File: src/include/ppl_pkg.sv
// constants, field layout and types for one phy port link/status/led block
// assumes a 50 MHz system clock and an apb master with 32-bit data
// ==========================================================================
package ppl_pkg;

  // ========================================================================
  // timing
  localparam int CLK_HZ      = 50_000_000;
  localparam int LINK_LOSS_MS = 100;
  localparam int NLP_MS       = 16;
  localparam int JAB_MS       = 50;
  localparam int UNJAB_MS     = 500;
  localparam int POST_MS      = 1000;
  localparam int STR0_MS      = 30;
  localparam int STR1_MS      = 60;
  localparam int STR2_MS      = 100;
  localparam int IDLE_WIN_MS  = 2;

  // ========================================================================
  // register map
  localparam logic [7:0]  OFF_CTRL = 8'h00;
  localparam logic [7:0]  OFF_STAT = 8'h04;
  localparam logic [7:0]  OFF_LED  = 8'h08;
  localparam int CB_FIBER   = 0;
  localparam int CB_PREPASS = 1;
  localparam int CB_CRSALN  = 2;
  localparam int CB_FORCE   = 3;
  localparam int CB_NOUNJAB = 4;
  localparam int CB_ALTNP   = 5;
  localparam int CB_ANEN    = 6;
  localparam int CB_LOOP    = 7;
  localparam int CB_DUPLEX  = 8;
  localparam logic [8:0]  CTRL_RST = 9'h040;
  localparam int SB_LINK = 0;
  localparam int SB_LLAT = 1;
  localparam int SB_FEF  = 2;
  localparam int SB_AND  = 3;
  localparam int SB_PAGE = 4;
  localparam int SB_BASE = 5;
  localparam int SB_JAB  = 6;
  localparam int SB_TXEN = 7;
  localparam int LED_MODE_LSB = 12;
  localparam int LED_STR_LSB  = 2;
  localparam logic [15:0] LED_RST = 16'h4210;

  // ========================================================================
  // codes
  localparam logic [7:0] PRE_BYTE  = 8'h55;
  localparam logic [7:0] SFD_BYTE  = 8'hd5;
  localparam logic [6:0] FEF_ONES  = 7'h54;
  localparam logic [1:0] FEF_REPS  = 2'h3;
  localparam logic [3:0] IDLE_RUN  = 4'hc;
  localparam logic [3:0] LM_SPEED  = 4'h0;
  localparam logic [3:0] LM_TX     = 4'h1;
  localparam logic [3:0] LM_RX     = 4'h2;
  localparam logic [3:0] LM_COL    = 4'h3;
  localparam logic [3:0] LM_LINK   = 4'h4;
  localparam logic [3:0] LM_DUPLEX = 4'h5;
  localparam logic [3:0] LM_ACT    = 4'h6;
  localparam logic [3:0] LM_LNKACT = 4'hd;
  localparam logic [1:0] STR_OFF   = 2'h3;

  typedef enum {RX_IDLE, RX_PRE, RX_DATA, RX_END} ppl_rx_e;

  function automatic logic [31:0] ms_cyc(input int ms);
    return 32'(ms * (CLK_HZ / 1000));
  endfunction

endpackage

File: src/rtl/ppl_port.sv
// one port: 10 Mb/s receive framing, link test, jabber, fiber fault and
// idle link check, negotiation flags, three led drivers, apb registers
// assumes mii and symbol inputs on clk; line pins and straps asynchronous
`timescale 1ns/1ps

module ppl_port
  import ppl_pkg::*;
#(
  parameter int LINK_LOSS_T = LINK_LOSS_MS,
  parameter int NLP_T       = NLP_MS,
  parameter int JAB_T       = JAB_MS,
  parameter int UNJAB_T     = UNJAB_MS,
  parameter int POST_T      = POST_MS,
  parameter int STR0_T      = STR0_MS,
  parameter int STR1_T      = STR1_MS,
  parameter int STR2_T      = STR2_MS,
  parameter int IDLE_WIN_T  = IDLE_WIN_MS
) (
  // clock and reset
  input  wire logic        clk,
  input  wire logic        reset,
  // apb slave
  input  wire logic        psel,
  input  wire logic        penable,
  input  wire logic        pwrite,
  input  wire logic [7:0]  paddr,
  input  wire logic [31:0] pwdata,
  output logic      [31:0] prdata,
  output logic             pready,
  output logic             pslverr,
  // mii toward the mac
  input  wire logic [3:0]  mii_txd,
  input  wire logic        mii_tx_en,
  input  wire logic        mii_col,
  output logic      [3:0]  mii_rxd,
  output logic             mii_rx_dv,
  output logic             mii_crs,
  output logic             mii_rx_stb,
  // 10 Mb/s line side, asynchronous
  input  wire logic        ln_rx_clk,
  input  wire logic        ln_rx_data,
  input  wire logic        ln_rx_act,
  input  wire logic        ln_link_pulse_in,
  output logic             ln_link_pulse_out,
  output logic             tx_enable,
  // 100 Mb/s fiber symbol side, on clk
  input  wire logic        fx_bit,
  input  wire logic        fx_bit_stb,
  input  wire logic        sym_stb,
  input  wire logic        sym_idle,
  // negotiation engine
  input  wire logic        an_complete_in,
  input  wire logic        an_start_in,
  input  wire logic        page_in,
  input  wire logic        page_base_in,
  output logic             an_restart,
  // led pins
  input  wire logic [2:0]  led_strap_in,
  output logic      [2:0]  led_out,
  output logic      [2:0]  led_oe
);

  localparam logic [31:0] LOSS_CYC  = ms_cyc(LINK_LOSS_T);
  localparam logic [31:0] NLP_CYC   = ms_cyc(NLP_T);
  localparam logic [31:0] JAB_CYC   = ms_cyc(JAB_T);
  localparam logic [31:0] UNJAB_CYC = ms_cyc(UNJAB_T);
  localparam logic [31:0] POST_CYC  = ms_cyc(POST_T);
  localparam logic [31:0] WIN_CYC   = ms_cyc(IDLE_WIN_T);

  // ========================================================================
  // helpers
  function automatic logic [31:0] str_cyc(input logic [1:0] sel);
    case (sel)
      2'h0:    return ms_cyc(STR0_T);
      2'h1:    return ms_cyc(STR1_T);
      default: return ms_cyc(STR2_T);
    endcase
  endfunction

  // st = {duplex, link, col, rx, tx, speed}
  function automatic logic led_cond(input logic [3:0] m, input logic [5:0] st);
    case (m)
      LM_SPEED:  return st[0];
      LM_TX:     return st[1];
      LM_RX:     return st[2];
      LM_COL:    return st[3];
      LM_LINK:   return st[4];
      LM_DUPLEX: return st[5];
      LM_ACT:    return st[1] | st[2];
      LM_LNKACT: return st[1] | st[2];
      default:   return 1'b0;
    endcase
  endfunction

  function automatic logic [3:0] pad_ones(input logic [3:0] n, input logic [1:0] k);
    logic [3:0] r;
    r = n;
    for (int i = 0; i < 4; i++) begin
      if (i >= int'(k)) begin
        r = {1'b1, r[3:1]};
      end
    end
    return r;
  endfunction

  // ========================================================================
  // synchronisers: stage a feeds only stage b, edges from b and c
  logic [6:0] sa_reg, sb_reg, sc_reg;
  always_ff @(posedge clk) begin
    if (reset) begin
      sa_reg <= 7'h00;
      sb_reg <= 7'h00;
      sc_reg <= 7'h00;
    end else begin
      sa_reg <= {led_strap_in, ln_link_pulse_in, ln_rx_act, ln_rx_data, ln_rx_clk};
      sb_reg <= sa_reg;
      sc_reg <= sb_reg;
    end
  end
  logic bit_stb, rx_bit, sof, eof, lp_edge;
  assign bit_stb = sb_reg[0] & ~sc_reg[0];
  assign rx_bit  = sb_reg[1];
  assign sof     = sb_reg[2] & ~sc_reg[2];
  assign eof     = ~sb_reg[2] & sc_reg[2];
  assign lp_edge = sb_reg[3] & ~sc_reg[3];

  // ========================================================================
  // registers
  logic [8:0]  ctrl_reg;
  logic [15:0] led_reg;
  logic [31:0] prd_reg;
  logic [7:0]  stat_vec;
  logic        hit_ctrl, hit_stat, hit_led, acc, rd_stat;
  logic        fiber, ten_meg_twisted_pair_mode, hundred_meg_fiber_mode, force_pass;
  assign hit_ctrl = paddr == OFF_CTRL;
  assign hit_stat = paddr == OFF_STAT;
  assign hit_led  = paddr == OFF_LED;
  assign acc      = psel & penable;
  assign rd_stat  = acc & ~pwrite & hit_stat;
  assign pready   = 1'b1;
  assign pslverr  = acc & ~(hit_ctrl | hit_stat | hit_led);
  assign prdata   = prd_reg;
  assign fiber    = ctrl_reg[CB_FIBER];
  assign hundred_meg_fiber_mode    = fiber;
  assign ten_meg_twisted_pair_mode = ~fiber;
  assign force_pass = ctrl_reg[CB_FORCE];

  always_ff @(posedge clk) begin
    if (reset) begin
      ctrl_reg <= CTRL_RST;
      led_reg  <= LED_RST;
    end else if (acc & pwrite) begin
      if (hit_ctrl) ctrl_reg <= pwdata[8:0];
      if (hit_led) led_reg <= pwdata[15:0];
    end
  end

  // read data latched in setup so clear-on-read drops only what was seen
  always_ff @(posedge clk) begin
    if (reset) begin
      prd_reg <= 32'h0000_0000;
    end else if (psel & ~penable) begin
      prd_reg <= hit_ctrl ? {23'h000000, ctrl_reg} :
                 hit_stat ? {24'h000000, stat_vec} :
                 hit_led  ? {16'h0000, led_reg} : 32'h0000_0000;
    end
  end

  // ========================================================================
  // 10 Mb/s receive framing toward the mii
  ppl_rx_e    rx_state;
  logic [7:0] sh_reg, sh_next;
  logic [3:0] nib_reg, nib_next, rxd_reg;
  logic [1:0] ncnt_reg;
  logic       nph_reg, pend_reg, rxdv_reg, crs_reg, rxstb_reg, jab_reg;
  assign sh_next  = {rx_bit, sh_reg[7:1]};
  assign nib_next = {rx_bit, nib_reg[3:1]};

  always_ff @(posedge clk) begin
    if (reset) begin
      rx_state  <= RX_IDLE;
      sh_reg    <= 8'h00;
      nib_reg   <= 4'h0;
      ncnt_reg  <= 2'h0;
      nph_reg   <= 1'b0;
      pend_reg  <= 1'b0;
      rxd_reg   <= 4'h0;
      rxdv_reg  <= 1'b0;
      crs_reg   <= 1'b0;
      rxstb_reg <= 1'b0;
    end else begin
      rxstb_reg <= 1'b0;
      pend_reg  <= 1'b0;
      if (ctrl_reg[CB_LOOP]) begin
        rx_state  <= RX_IDLE;
        rxd_reg   <= mii_txd;
        rxdv_reg  <= mii_tx_en & ~jab_reg;
        crs_reg   <= mii_tx_en & ~jab_reg;
        rxstb_reg <= mii_tx_en & ~jab_reg;
      end else if (pend_reg) begin
        rxd_reg   <= SFD_BYTE[7:4];
        rxstb_reg <= 1'b1;
      end else begin
        case (rx_state)
          RX_IDLE: begin
            rxdv_reg <= 1'b0;
            crs_reg  <= 1'b0;
            if (sof & ten_meg_twisted_pair_mode) begin
              rx_state <= RX_PRE;
              sh_reg   <= 8'h00;
            end
          end
          RX_PRE: begin
            if (eof) begin
              rx_state <= RX_IDLE;
            end else if (bit_stb) begin
              sh_reg <= sh_next;
              ncnt_reg <= 2'h0;
              nph_reg  <= 1'b0;
              if (ctrl_reg[CB_PREPASS] && sh_next == PRE_BYTE) begin
                rxdv_reg <= 1'b1;
                crs_reg  <= 1'b1;
                rx_state <= RX_DATA;
              end else if (!ctrl_reg[CB_PREPASS] && sh_next == SFD_BYTE) begin
                rxdv_reg  <= 1'b1;
                crs_reg   <= 1'b1;
                rxd_reg   <= SFD_BYTE[3:0];
                rxstb_reg <= 1'b1;
                pend_reg  <= 1'b1;
                rx_state  <= RX_DATA;
              end
            end
          end
          RX_DATA: begin
            if (eof) begin
              // partial first nibble goes out padded, partial second dropped
              if (ncnt_reg != 2'h0 && !nph_reg) begin
                rxd_reg   <= pad_ones(nib_reg, ncnt_reg);
                rxstb_reg <= 1'b1;
              end
              if (!ctrl_reg[CB_CRSALN]) crs_reg <= 1'b0;
              rx_state <= RX_END;
            end else if (bit_stb) begin
              nib_reg  <= nib_next;
              ncnt_reg <= ncnt_reg + 2'h1;
              if (ncnt_reg == 2'h3) begin
                rxd_reg   <= nib_next;
                rxstb_reg <= 1'b1;
                nph_reg   <= ~nph_reg;
              end
            end
          end
          RX_END: begin
            rxdv_reg <= 1'b0;
            crs_reg  <= 1'b0;
            rx_state <= RX_IDLE;
          end
          default: rx_state <= RX_IDLE;
        endcase
      end
    end
  end
  assign mii_rxd    = rxd_reg;
  assign mii_rx_dv  = rxdv_reg;
  assign mii_crs    = crs_reg;
  assign mii_rx_stb = rxstb_reg;

  // ========================================================================
  // 10 Mb/s link test and link pulse generation
  logic [31:0] lt_cnt, nlp_cnt;
  logic        link10_reg, nlp_reg;
  always_ff @(posedge clk) begin
    if (reset || !ten_meg_twisted_pair_mode) begin
      lt_cnt     <= 32'h0;
      link10_reg <= 1'b0;
    end else if (lp_edge || sof) begin
      lt_cnt <= 32'h0;
      if (lp_edge) link10_reg <= 1'b1;
    end else if (lt_cnt == LOSS_CYC - 32'h1) begin
      link10_reg <= 1'b0;
    end else begin
      lt_cnt <= lt_cnt + 32'h1;
    end
  end

  // pulses go out whatever the link state, but never over a frame
  always_ff @(posedge clk) begin
    if (reset || !ten_meg_twisted_pair_mode) begin
      nlp_cnt <= 32'h0;
      nlp_reg <= 1'b0;
    end else if (nlp_cnt == NLP_CYC - 32'h1) begin
      nlp_cnt <= 32'h0;
      nlp_reg <= ~mii_tx_en;
    end else begin
      nlp_cnt <= nlp_cnt + 32'h1;
      nlp_reg <= 1'b0;
    end
  end
  assign ln_link_pulse_out = nlp_reg;

  // ========================================================================
  // jabber
  logic [31:0] jcnt, ucnt;
  always_ff @(posedge clk) begin
    if (reset) begin
      jab_reg <= 1'b0;
      jcnt    <= 32'h0;
      ucnt    <= 32'h0;
    end else if (!jab_reg) begin
      ucnt <= 32'h0;
      if (!mii_tx_en || !ten_meg_twisted_pair_mode) begin
        jcnt <= 32'h0;
      end else if (jcnt == JAB_CYC - 32'h1) begin
        jab_reg <= 1'b1;
        jcnt    <= 32'h0;
      end else begin
        jcnt <= jcnt + 32'h1;
      end
    end else if (mii_tx_en || ctrl_reg[CB_NOUNJAB]) begin
      ucnt <= 32'h0;
    end else if (ucnt == UNJAB_CYC - 32'h1) begin
      jab_reg <= 1'b0;
      ucnt    <= 32'h0;
    end else begin
      ucnt <= ucnt + 32'h1;
    end
  end

  // ========================================================================
  // fiber far-end fault: 84 ones then a zero, three times over
  logic [6:0] ones_cnt;
  logic [1:0] rep_cnt;
  logic       fef_det, fef_flag;
  always_ff @(posedge clk) begin
    if (reset || !hundred_meg_fiber_mode) begin
      ones_cnt <= 7'h00;
      rep_cnt  <= 2'h0;
      fef_det  <= 1'b0;
    end else begin
      fef_det <= 1'b0;
      if (fx_bit_stb) begin
        if (fx_bit) begin
          if (ones_cnt != 7'h7f) ones_cnt <= ones_cnt + 7'h01;
        end else begin
          ones_cnt <= 7'h00;
          if (ones_cnt != FEF_ONES) begin
            rep_cnt <= 2'h0;
          end else if (rep_cnt == FEF_REPS - 2'h1) begin
            rep_cnt <= 2'h0;
            fef_det <= 1'b1;
          end else begin
            rep_cnt <= rep_cnt + 2'h1;
          end
        end
      end
    end
  end

  // ========================================================================
  // 100 Mb/s idle window link
  logic [31:0] win_cnt;
  logic [3:0]  irun;
  logic        met_reg, link100_reg;
  always_ff @(posedge clk) begin
    if (reset || !hundred_meg_fiber_mode) begin
      win_cnt     <= 32'h0;
      irun        <= 4'h0;
      met_reg     <= 1'b0;
      link100_reg <= 1'b0;
    end else begin
      if (win_cnt == WIN_CYC - 32'h1) begin
        win_cnt     <= 32'h0;
        link100_reg <= met_reg;
        met_reg     <= 1'b0;
      end else begin
        win_cnt <= win_cnt + 32'h1;
      end
      if (sym_stb) begin
        irun <= !sym_idle ? 4'h0 : (irun == IDLE_RUN) ? irun : irun + 4'h1;
        if (sym_idle && irun == IDLE_RUN - 4'h1) met_reg <= 1'b1;
      end
      if (fef_det && !force_pass) link100_reg <= 1'b0;
    end
  end

  // ========================================================================
  // status flags; a set in the clearing cycle wins
  logic link_up, link_prev, link_lat, an_done, page_rx, base_pg, txen_reg, anr_reg;
  assign link_up = hundred_meg_fiber_mode ? link100_reg : link10_reg;
  always_ff @(posedge clk) begin
    if (reset) begin
      link_prev <= 1'b0;
      link_lat  <= 1'b0;
      fef_flag  <= 1'b0;
      an_done   <= 1'b0;
      page_rx   <= 1'b0;
      base_pg   <= 1'b0;
      txen_reg  <= 1'b0;
      anr_reg   <= 1'b0;
    end else begin
      link_prev <= link_up;
      if (link_up && !link_prev) link_lat <= 1'b1;
      else if (!link_up && link_prev) link_lat <= 1'b0;
      else if (rd_stat) link_lat <= link_up;
      fef_flag <= (fef_flag & ~(rd_stat & prd_reg[SB_FEF])) | fef_det;
      an_done  <= (an_done & ~an_start_in) | an_complete_in;
      page_rx  <= (page_rx & ~(rd_stat & prd_reg[SB_PAGE])
                 & ~(ctrl_reg[CB_ALTNP] & an_start_in)) | page_in;
      base_pg  <= (base_pg & ~(rd_stat & prd_reg[SB_BASE]))
                 | (page_in & page_base_in);
      txen_reg <= ~jab_reg & (force_pass | link_up);
      anr_reg  <= link_prev & ~link_up & ctrl_reg[CB_ANEN] & ~force_pass;
    end
  end
  assign stat_vec   = {txen_reg, jab_reg, base_pg, page_rx, an_done, fef_flag, link_lat, link_up};
  assign tx_enable  = txen_reg;
  assign an_restart = anr_reg;

  // ========================================================================
  // leds: strap capture, lamp test, stretch
  logic [1:0]  strap_cnt;
  logic        strap_done, post_on;
  logic [2:0]  led_pol;
  logic [31:0] post_cnt;
  logic [5:0]  led_st;
  assign led_st = {ctrl_reg[CB_DUPLEX], link_up, mii_col, crs_reg, mii_tx_en, fiber};

  // pins stay undriven until the synchronised strap level has been taken
  always_ff @(posedge clk) begin
    if (reset) begin
      strap_cnt  <= 2'h0;
      strap_done <= 1'b0;
      led_pol    <= 3'h0;
    end else if (!strap_done) begin
      strap_cnt <= strap_cnt + 2'h1;
      if (strap_cnt == 2'h2) begin
        led_pol    <= sb_reg[6:4];
        strap_done <= 1'b1;
      end
    end
  end

  always_ff @(posedge clk) begin
    if (reset) begin
      post_on  <= 1'b1;
      post_cnt <= 32'h0;
    end else if (post_on) begin
      if (post_cnt == POST_CYC - 32'h1) post_on <= 1'b0;
      post_cnt <= post_cnt + 32'h1;
    end
  end

  for (genvar i = 0; i < 3; i++) begin : g_led
    logic [3:0]  mode;
    logic [1:0]  ssel;
    logic [31:0] tmr;
    logic        evt, prev, lit, blink, on, out_reg, oe_reg;
    assign mode = led_reg[LED_MODE_LSB - 4 * i +: 4];
    assign ssel = led_reg[LED_STR_LSB +: 2];
    assign evt  = led_cond(mode, led_st);
    // lit also covers the cycle in which a rearmed edge is pending
    assign lit  = (ssel == STR_OFF) ? evt : ((tmr != 32'h0) | (evt & ~prev));
    assign on   = post_on | ((mode == LM_LNKACT) ? (link_up & (~lit | blink)) : lit);
    always_ff @(posedge clk) begin
      if (reset) begin
        tmr   <= 32'h0;
        prev  <= 1'b0;
        blink <= 1'b0;
      end else begin
        prev <= evt;
        if (evt && !prev && ssel != STR_OFF) begin
          tmr <= str_cyc(ssel);
        end else if (tmr == 32'h1) begin
          tmr   <= 32'h0;
          prev  <= 1'b0;
          blink <= ~blink;
        end else if (tmr != 32'h0) begin
          tmr <= tmr - 32'h1;
        end
      end
    end
    // high strap means led to supply: sink it; low strap: source it
    always_ff @(posedge clk) begin
      if (reset) begin
        out_reg <= 1'b0;
        oe_reg  <= 1'b0;
      end else begin
        out_reg <= ~led_pol[i];
        oe_reg  <= strap_done & on;
      end
    end
    assign led_out[i] = out_reg;
    assign led_oe[i]  = oe_reg;
  end

endmodule

File: config.mk
export PLATFORM = sky130hd
export DESIGN_NAME = ppl_port
export DESIGN_NICKNAME = d
export VERILOG_FILES = /design/src/include/ppl_pkg.sv /design/src/rtl/ppl_port.sv
export SDC_FILE = /design/constraint.sdc
export NUM_CORES = 1
export LEC_CHECK = 0
export BUFFER_PORTS_ARGS = -buffer_cell sky130_fd_sc_hd__clkbuf_2
export CAP_MARGIN = 20
export CORE_ASPECT_RATIO = 0.6
export CORE_MARGIN = 4
export CORE_UTILIZATION = 44
export DETAILED_ROUTE_END_ITERATION = 8
export GPL_ROUTABILITY_DRIVEN = 1
export SLEW_MARGIN = 20
export SYNTH_ARGS = -nofsm -noshare
export SYNTH_HDL_FRONTEND = slang
export SYNTH_SLANG_ARGS = --single-unit
File: constraint.sdc
create_clock -name clk -period 5.7 [get_ports clk]
set_input_delay 1.14 -clock clk [delete_from_list [all_inputs] [get_ports clk]]
set_output_delay 1.14 -clock clk [all_outputs]
set_load 0.01 [all_outputs]
==> impl_metrics.prom <==
# TYPE chip_impl_metric gauge
chip_impl_info{name="outcome",value="finished clean"} 1
chip_impl_metric{name="largest_register_ffs",unit=""} 96
chip_impl_metric{name="numClockSinks",unit=""} 415
chip_impl_metric{name="seq_area_frac_synth",unit="%"} 42.8
chip_impl_metric{name="globalRouteMet3Util",unit="%"} 3.78
chip_impl_metric{name="max-clock-path-buffers",unit=""} 3
chip_impl_metric{name="synth-edff-count",unit=""} 0
chip_impl_metric{name="power_density",unit="nW/µm²"} 382
chip_impl_info{name="tritoncts",value="yes"} 1
chip_impl_metric{name="total_switching_power",unit="µW"} 2690
chip_impl_metric{name="worst_ep_arrival_time",unit="ns"} 4.09
chip_impl_metric{name="pin_count_of_the_biggest_net_entering_global_routing",unit=""} 69
chip_impl_info{name="cts-root-buf",value="sky130_fd_sc_hd__clkbuf_16"} 1
chip_impl_metric{name="cts_repair_resize_count",unit=""} 0
chip_impl_info{name="layout_common_cells",value="sky130_fd_sc_hd__dfxtp_1, sky130_fd_sc_hd__nor2_1, sky130_fd_sc_hd__nand2_1"} 1
chip_impl_metric{name="routed_via_density",unit=""} 5.50
chip_impl_metric{name="first_global_vias",unit=""} 14900
chip_impl_metric{name="number_of_distinct_standard_cells_referenced_by_the_synthesized_netlist",unit=""} 82
chip_impl_metric{name="post_cts_buffers",unit=""} 0
chip_impl_metric{name="initialDrtViolationCount",unit=""} 1196
chip_impl_metric{name="fp-row-count",unit=""} 59
chip_impl_metric{name="finalHoldViolCount",unit=""} 0
chip_impl_metric{name="cts-htree-levels",unit=""} 2
chip_impl_metric{name="worst_ir_drop_vdd",unit="mV"} 0.230
chip_impl_metric{name="groute.usage.overall",unit="%"} 19.7
chip_impl_metric{name="floorplan.io_pins",unit=""} 116
chip_impl_metric{name="area_growth",unit="%"} 10.9
chip_impl_metric{name="clock_pin_slew_on_the_worst_setup_and_hold_paths",unit="ns"} 0.06
chip_impl_metric{name="synthesis.area",unit="µm²"} 19400
chip_impl_metric{name="async_flop_share",unit="%"} 0
chip_impl_metric{name="grt_antenna_before_repair",unit=""} 1
chip_impl_metric{name="p_sw_share",unit="%"} 32.7
chip_impl_metric{name="layout.cell_area.non_filler",unit="µm²"} 21500
chip_impl_metric{name="skew_pair_late_insertion_delay",unit="ns"} 0.55
chip_impl_metric{name="fp.dieW",unit="µm"} 279
chip_impl_metric{name="hold_bufs_inserted_after_cts",unit=""} 0
chip_impl_metric{name="globalRoute.totalOverflow",unit=""} 0
chip_impl_metric{name="number_of_buffers_inserted_during_clock_tree_synthesis",unit=""} 41
chip_impl_metric{name="part_of_the_cycle_the_worst_path_needs",unit="%"} 63.2
chip_impl_info{name="rsz0062_at_grt",value="no"} 1
chip_impl_metric{name="syn_avg_cell_area",unit="µm²"} 8.48
chip_impl_metric{name="min_period",unit="ns"} 3.60
chip_impl_metric{name="routabilityCongestion",unit=""} 0.884
chip_impl_metric{name="grt_pass1_wl",unit="µm"} 78400
chip_impl_metric{name="combinationalPowerShare",unit="%"} 25.1
chip_impl_metric{name="floorplan.initialDensity",unit="%"} 44.7
chip_impl_metric{name="synth_cells",unit=""} 2287
chip_impl_metric{name="yosys.area.top_type_share",unit="%"} 42.8
chip_impl_metric{name="finalSetupViolCount",unit=""} 0
chip_impl_metric{name="remaining_design_rule_violation_count",unit=""} 0
chip_impl_metric{name="yosysWarningCount",unit=""} 0
chip_impl_metric{name="report.final.slew_viol_count",unit=""} 0
chip_impl_metric{name="fill_cells",unit=""} 4123
chip_impl_metric{name="met2_usage",unit="%"} 28.8
chip_impl_metric{name="wl",unit="µm"} 47700
chip_impl_metric{name="drive_gt1_share",unit="%"} 8.40
chip_impl_metric{name="core",unit="µm²"} 43400
chip_impl_metric{name="crit_path_max_fanout",unit=""} 19
chip_impl_info{name="synthFlopType",value="sky130_fd_sc_hd__dfxtp_1"} 1
chip_impl_info{name="gr-max-usage-layer",value="met1"} 1
chip_impl_metric{name="chipHeight",unit="µm"} 171
chip_impl_info{name="startpoint_type",value="register"} 1
chip_impl_metric{name="fin_tns_setup",unit="ns"} 0
chip_impl_metric{name="vias",unit=""} 16100
chip_impl_metric{name="final_nets",unit=""} 2422
chip_impl_metric{name="power_frac_seq",unit="%"} 41.5
chip_impl_metric{name="drt_pass1_iterations",unit=""} 6
chip_impl_metric{name="ant_nets",unit=""} 0
chip_impl_metric{name="design.die.area",unit="µm²"} 47600
chip_impl_info{name="most_common_cell_after_layout_fill_and_taps_aside",value="sky130_fd_sc_hd__dfxtp_1"} 1
chip_impl_metric{name="total_half_perimeter_wirelength_after_legalization_and_detailed_placement",unit="µm"} 33800
chip_impl_metric{name="slew-limit-headroom",unit="%"} 28.6
chip_impl_info{name="critical_path_class",value="register to register"} 1
chip_impl_metric{name="max_clock_freq",unit="GHz"} 0.278
chip_impl_info{name="synth.area.top_cells",value="sky130_fd_sc_hd__dfxtp_1, sky130_fd_sc_hd__nor2_1, sky130_fd_sc_hd__xor2_1"} 1
chip_impl_metric{name="portBuffers",unit=""} 82
chip_impl_info{name="largest_register",value="g_led.tmr"} 1
chip_impl_metric{name="place_area",unit="µm²"} 20200
chip_impl_metric{name="timing.max_cap.violations",unit=""} 0
chip_impl_info{name="critical_path_end_type",value="register"} 1
chip_impl_info{name="min-delay-path-class",value="register to register"} 1
chip_impl_metric{name="routed_wire_length_per_instance",unit="µm"} 16.2
chip_impl_metric{name="grt.met1_usage",unit="%"} 29.8
chip_impl_metric{name="required",unit="ns"} 6.18
chip_impl_metric{name="least_margin_pin_slew",unit="ns"} 1.06
chip_impl_metric{name="internal_power",unit="µW"} 5520
chip_impl_info{name="synth_top_cell_by_area",value="sky130_fd_sc_hd__dfxtp_1"} 1
chip_impl_metric{name="total_leakage_power",unit="µW"} 0.00764
chip_impl_metric{name="clkPwrFrac",unit="%"} 33.4
chip_impl_metric{name="ys_ff_latch",unit=""} 415
chip_impl_metric{name="clock_skew",unit="ns"} 0.00988
per-stage QoR:
stage          hold WS [ns]  utilization [%]  total power (µW)  setup slack, ns  instances
6_report              0.414             49.5              8210             2.10       2937
5_1_grt               0.445             49.5              8690             1.93       2937
4_1_cts               0.416             49.5              8250             2.14       2936
3_5_place_dp          0.404             46.5              5470             1.68       2865
3_3_place_gp          0.400             46.4              5440             1.74       2865
2_1_floorplan         0.392                -              5000             2.67       2302
critical path, stage by stage (launching register included):
cell	delay [ns]
sky130_fd_sc_hd__dfxtp_1	0.69
sky130_fd_sc_hd__mux2_2	0.47
sky130_fd_sc_hd__o211ai_1	0.35
sky130_fd_sc_hd__a311oi_2	0.15
sky130_fd_sc_hd__buf_4	0.24
sky130_fd_sc_hd__nor2_1	0.66
sky130_fd_sc_hd__nand2_1	0.59
sky130_fd_sc_hd__o21ba_1	0.37
power groups by stage:
stage	registers (µW)	logic, µW	clock network (µW)
floorplan	3410	1600	0
global placement	3460	1980	0
detailed placement	3470	2010	0
CTS	3410	2030	2820
global route	3450	2290	2950
finish	3410	2060	2740
cells in the mapped netlist (6+ instances only):
| master | instances |
|---|---|
| sky130_fd_sc_hd__and3_1 | 31 |
| sky130_fd_sc_hd__and4_1 | 19 |
| sky130_fd_sc_hd__dfxtp_1 | 415 |
| sky130_fd_sc_hd__or4_1 | 28 |
| sky130_fd_sc_hd__a221oi_1 | 10 |
| sky130_fd_sc_hd__o31ai_1 | 14 |
| sky130_fd_sc_hd__nor3b_1 | 10 |
| sky130_fd_sc_hd__mux2i_1 | 51 |
| sky130_fd_sc_hd__nor2_1 | 394 |
| sky130_fd_sc_hd__nand4_1 | 55 |
| sky130_fd_sc_hd__a21oi_1 | 114 |
| sky130_fd_sc_hd__buf_2 | 12 |
| sky130_fd_sc_hd__or3_1 | 45 |
| sky130_fd_sc_hd__nand2_1 | 159 |
| sky130_fd_sc_hd__nor2b_1 | 32 |
| sky130_fd_sc_hd__o21ai_0 | 60 |
| sky130_fd_sc_hd__and2_1 | 8 |
| sky130_fd_sc_hd__buf_4 | 23 |
| sky130_fd_sc_hd__a211oi_1 | 12 |
| sky130_fd_sc_hd__xnor2_1 | 103 |
| sky130_fd_sc_hd__inv_1 | 63 |
| sky130_fd_sc_hd__nand4b_1 | 8 |
| sky130_fd_sc_hd__a31oi_1 | 15 |
| sky130_fd_sc_hd__nand2b_1 | 19 |
| sky130_fd_sc_hd__nand3_1 | 108 |
| sky130_fd_sc_hd__xor2_1 | 121 |
| sky130_fd_sc_hd__nor4b_1 | 12 |
| sky130_fd_sc_hd__ha_1 | 27 |
| sky130_fd_sc_hd__nand3b_1 | 6 |
| sky130_fd_sc_hd__o21a_1 | 10 |
| sky130_fd_sc_hd__clkbuf_1 | 66 |
| sky130_fd_sc_hd__o41ai_1 | 6 |
| sky130_fd_sc_hd__nor3_1 | 77 |
| sky130_fd_sc_hd__nor4_1 | 51 |
path summary, 6_finish.rpt:
check / startpoint / endpoint / slack [ns] / cells after the start
worst max-delay path: ctrl_reg[0]$_SDFFE_PP0P_ / g_led[1].tmr[25]$_SDFFE_PP0P_ / 2.10 / 7
worst min-delay path: led_pol[2]$_SDFFE_PP0P_ / g_led[2].out_reg$_SDFF_PP0_ / 0.41 / 1
worst max register to register: ctrl_reg[0]$_SDFFE_PP0P_ / g_led[1].tmr[25]$_SDFFE_PP0P_ / 2.10 / 7
worst min register to register: led_pol[2]$_SDFFE_PP0P_ / g_led[2].out_reg$_SDFF_PP0_ / 0.41 / 1
layout make-up:
| cell class | instances | area (µm²) | area share (%) |
|---|---|---|---|
| multi-input combinational | 1718 | 10400 | 48.5 |
| clock buffer | 53 | 1110 | 5.17 |
| sequential | 415 | 8310 | 38.6 |
| timing repair buffer | 90 | 473 | 2.20 |
| clock inverter | 18 | 211 | 0.983 |
| tap | 579 | 724 | 3.37 |
| inverter | 63 | 236 | 1.10 |
| antenna | 1 | 2.50 | 0.0116 |
per-layer routing:
metal	vias to the layer above	part of all wire (%)
met2	299	42
met1	7696	51
met4	0	1.8
met3	56	5.2
met5	-	0
li1	8092	-
cell families after synthesis:
logic type | count (synthesis) | synth area share, %
buffers and inverters | 169 | 3.79
DFF | 415 | 42.8
and+or+nand+nor | 1105 | 29.0
other | 2 | 0.0387
muxes | 56 | 3.10
adders and majority gates | 27 | 1.74
AOI/OAI and AO/OA | 289 | 9.33
xor gates and xnor gates | 224 | 10.1
Note: power is estimated with default switching activity, not from simulation.
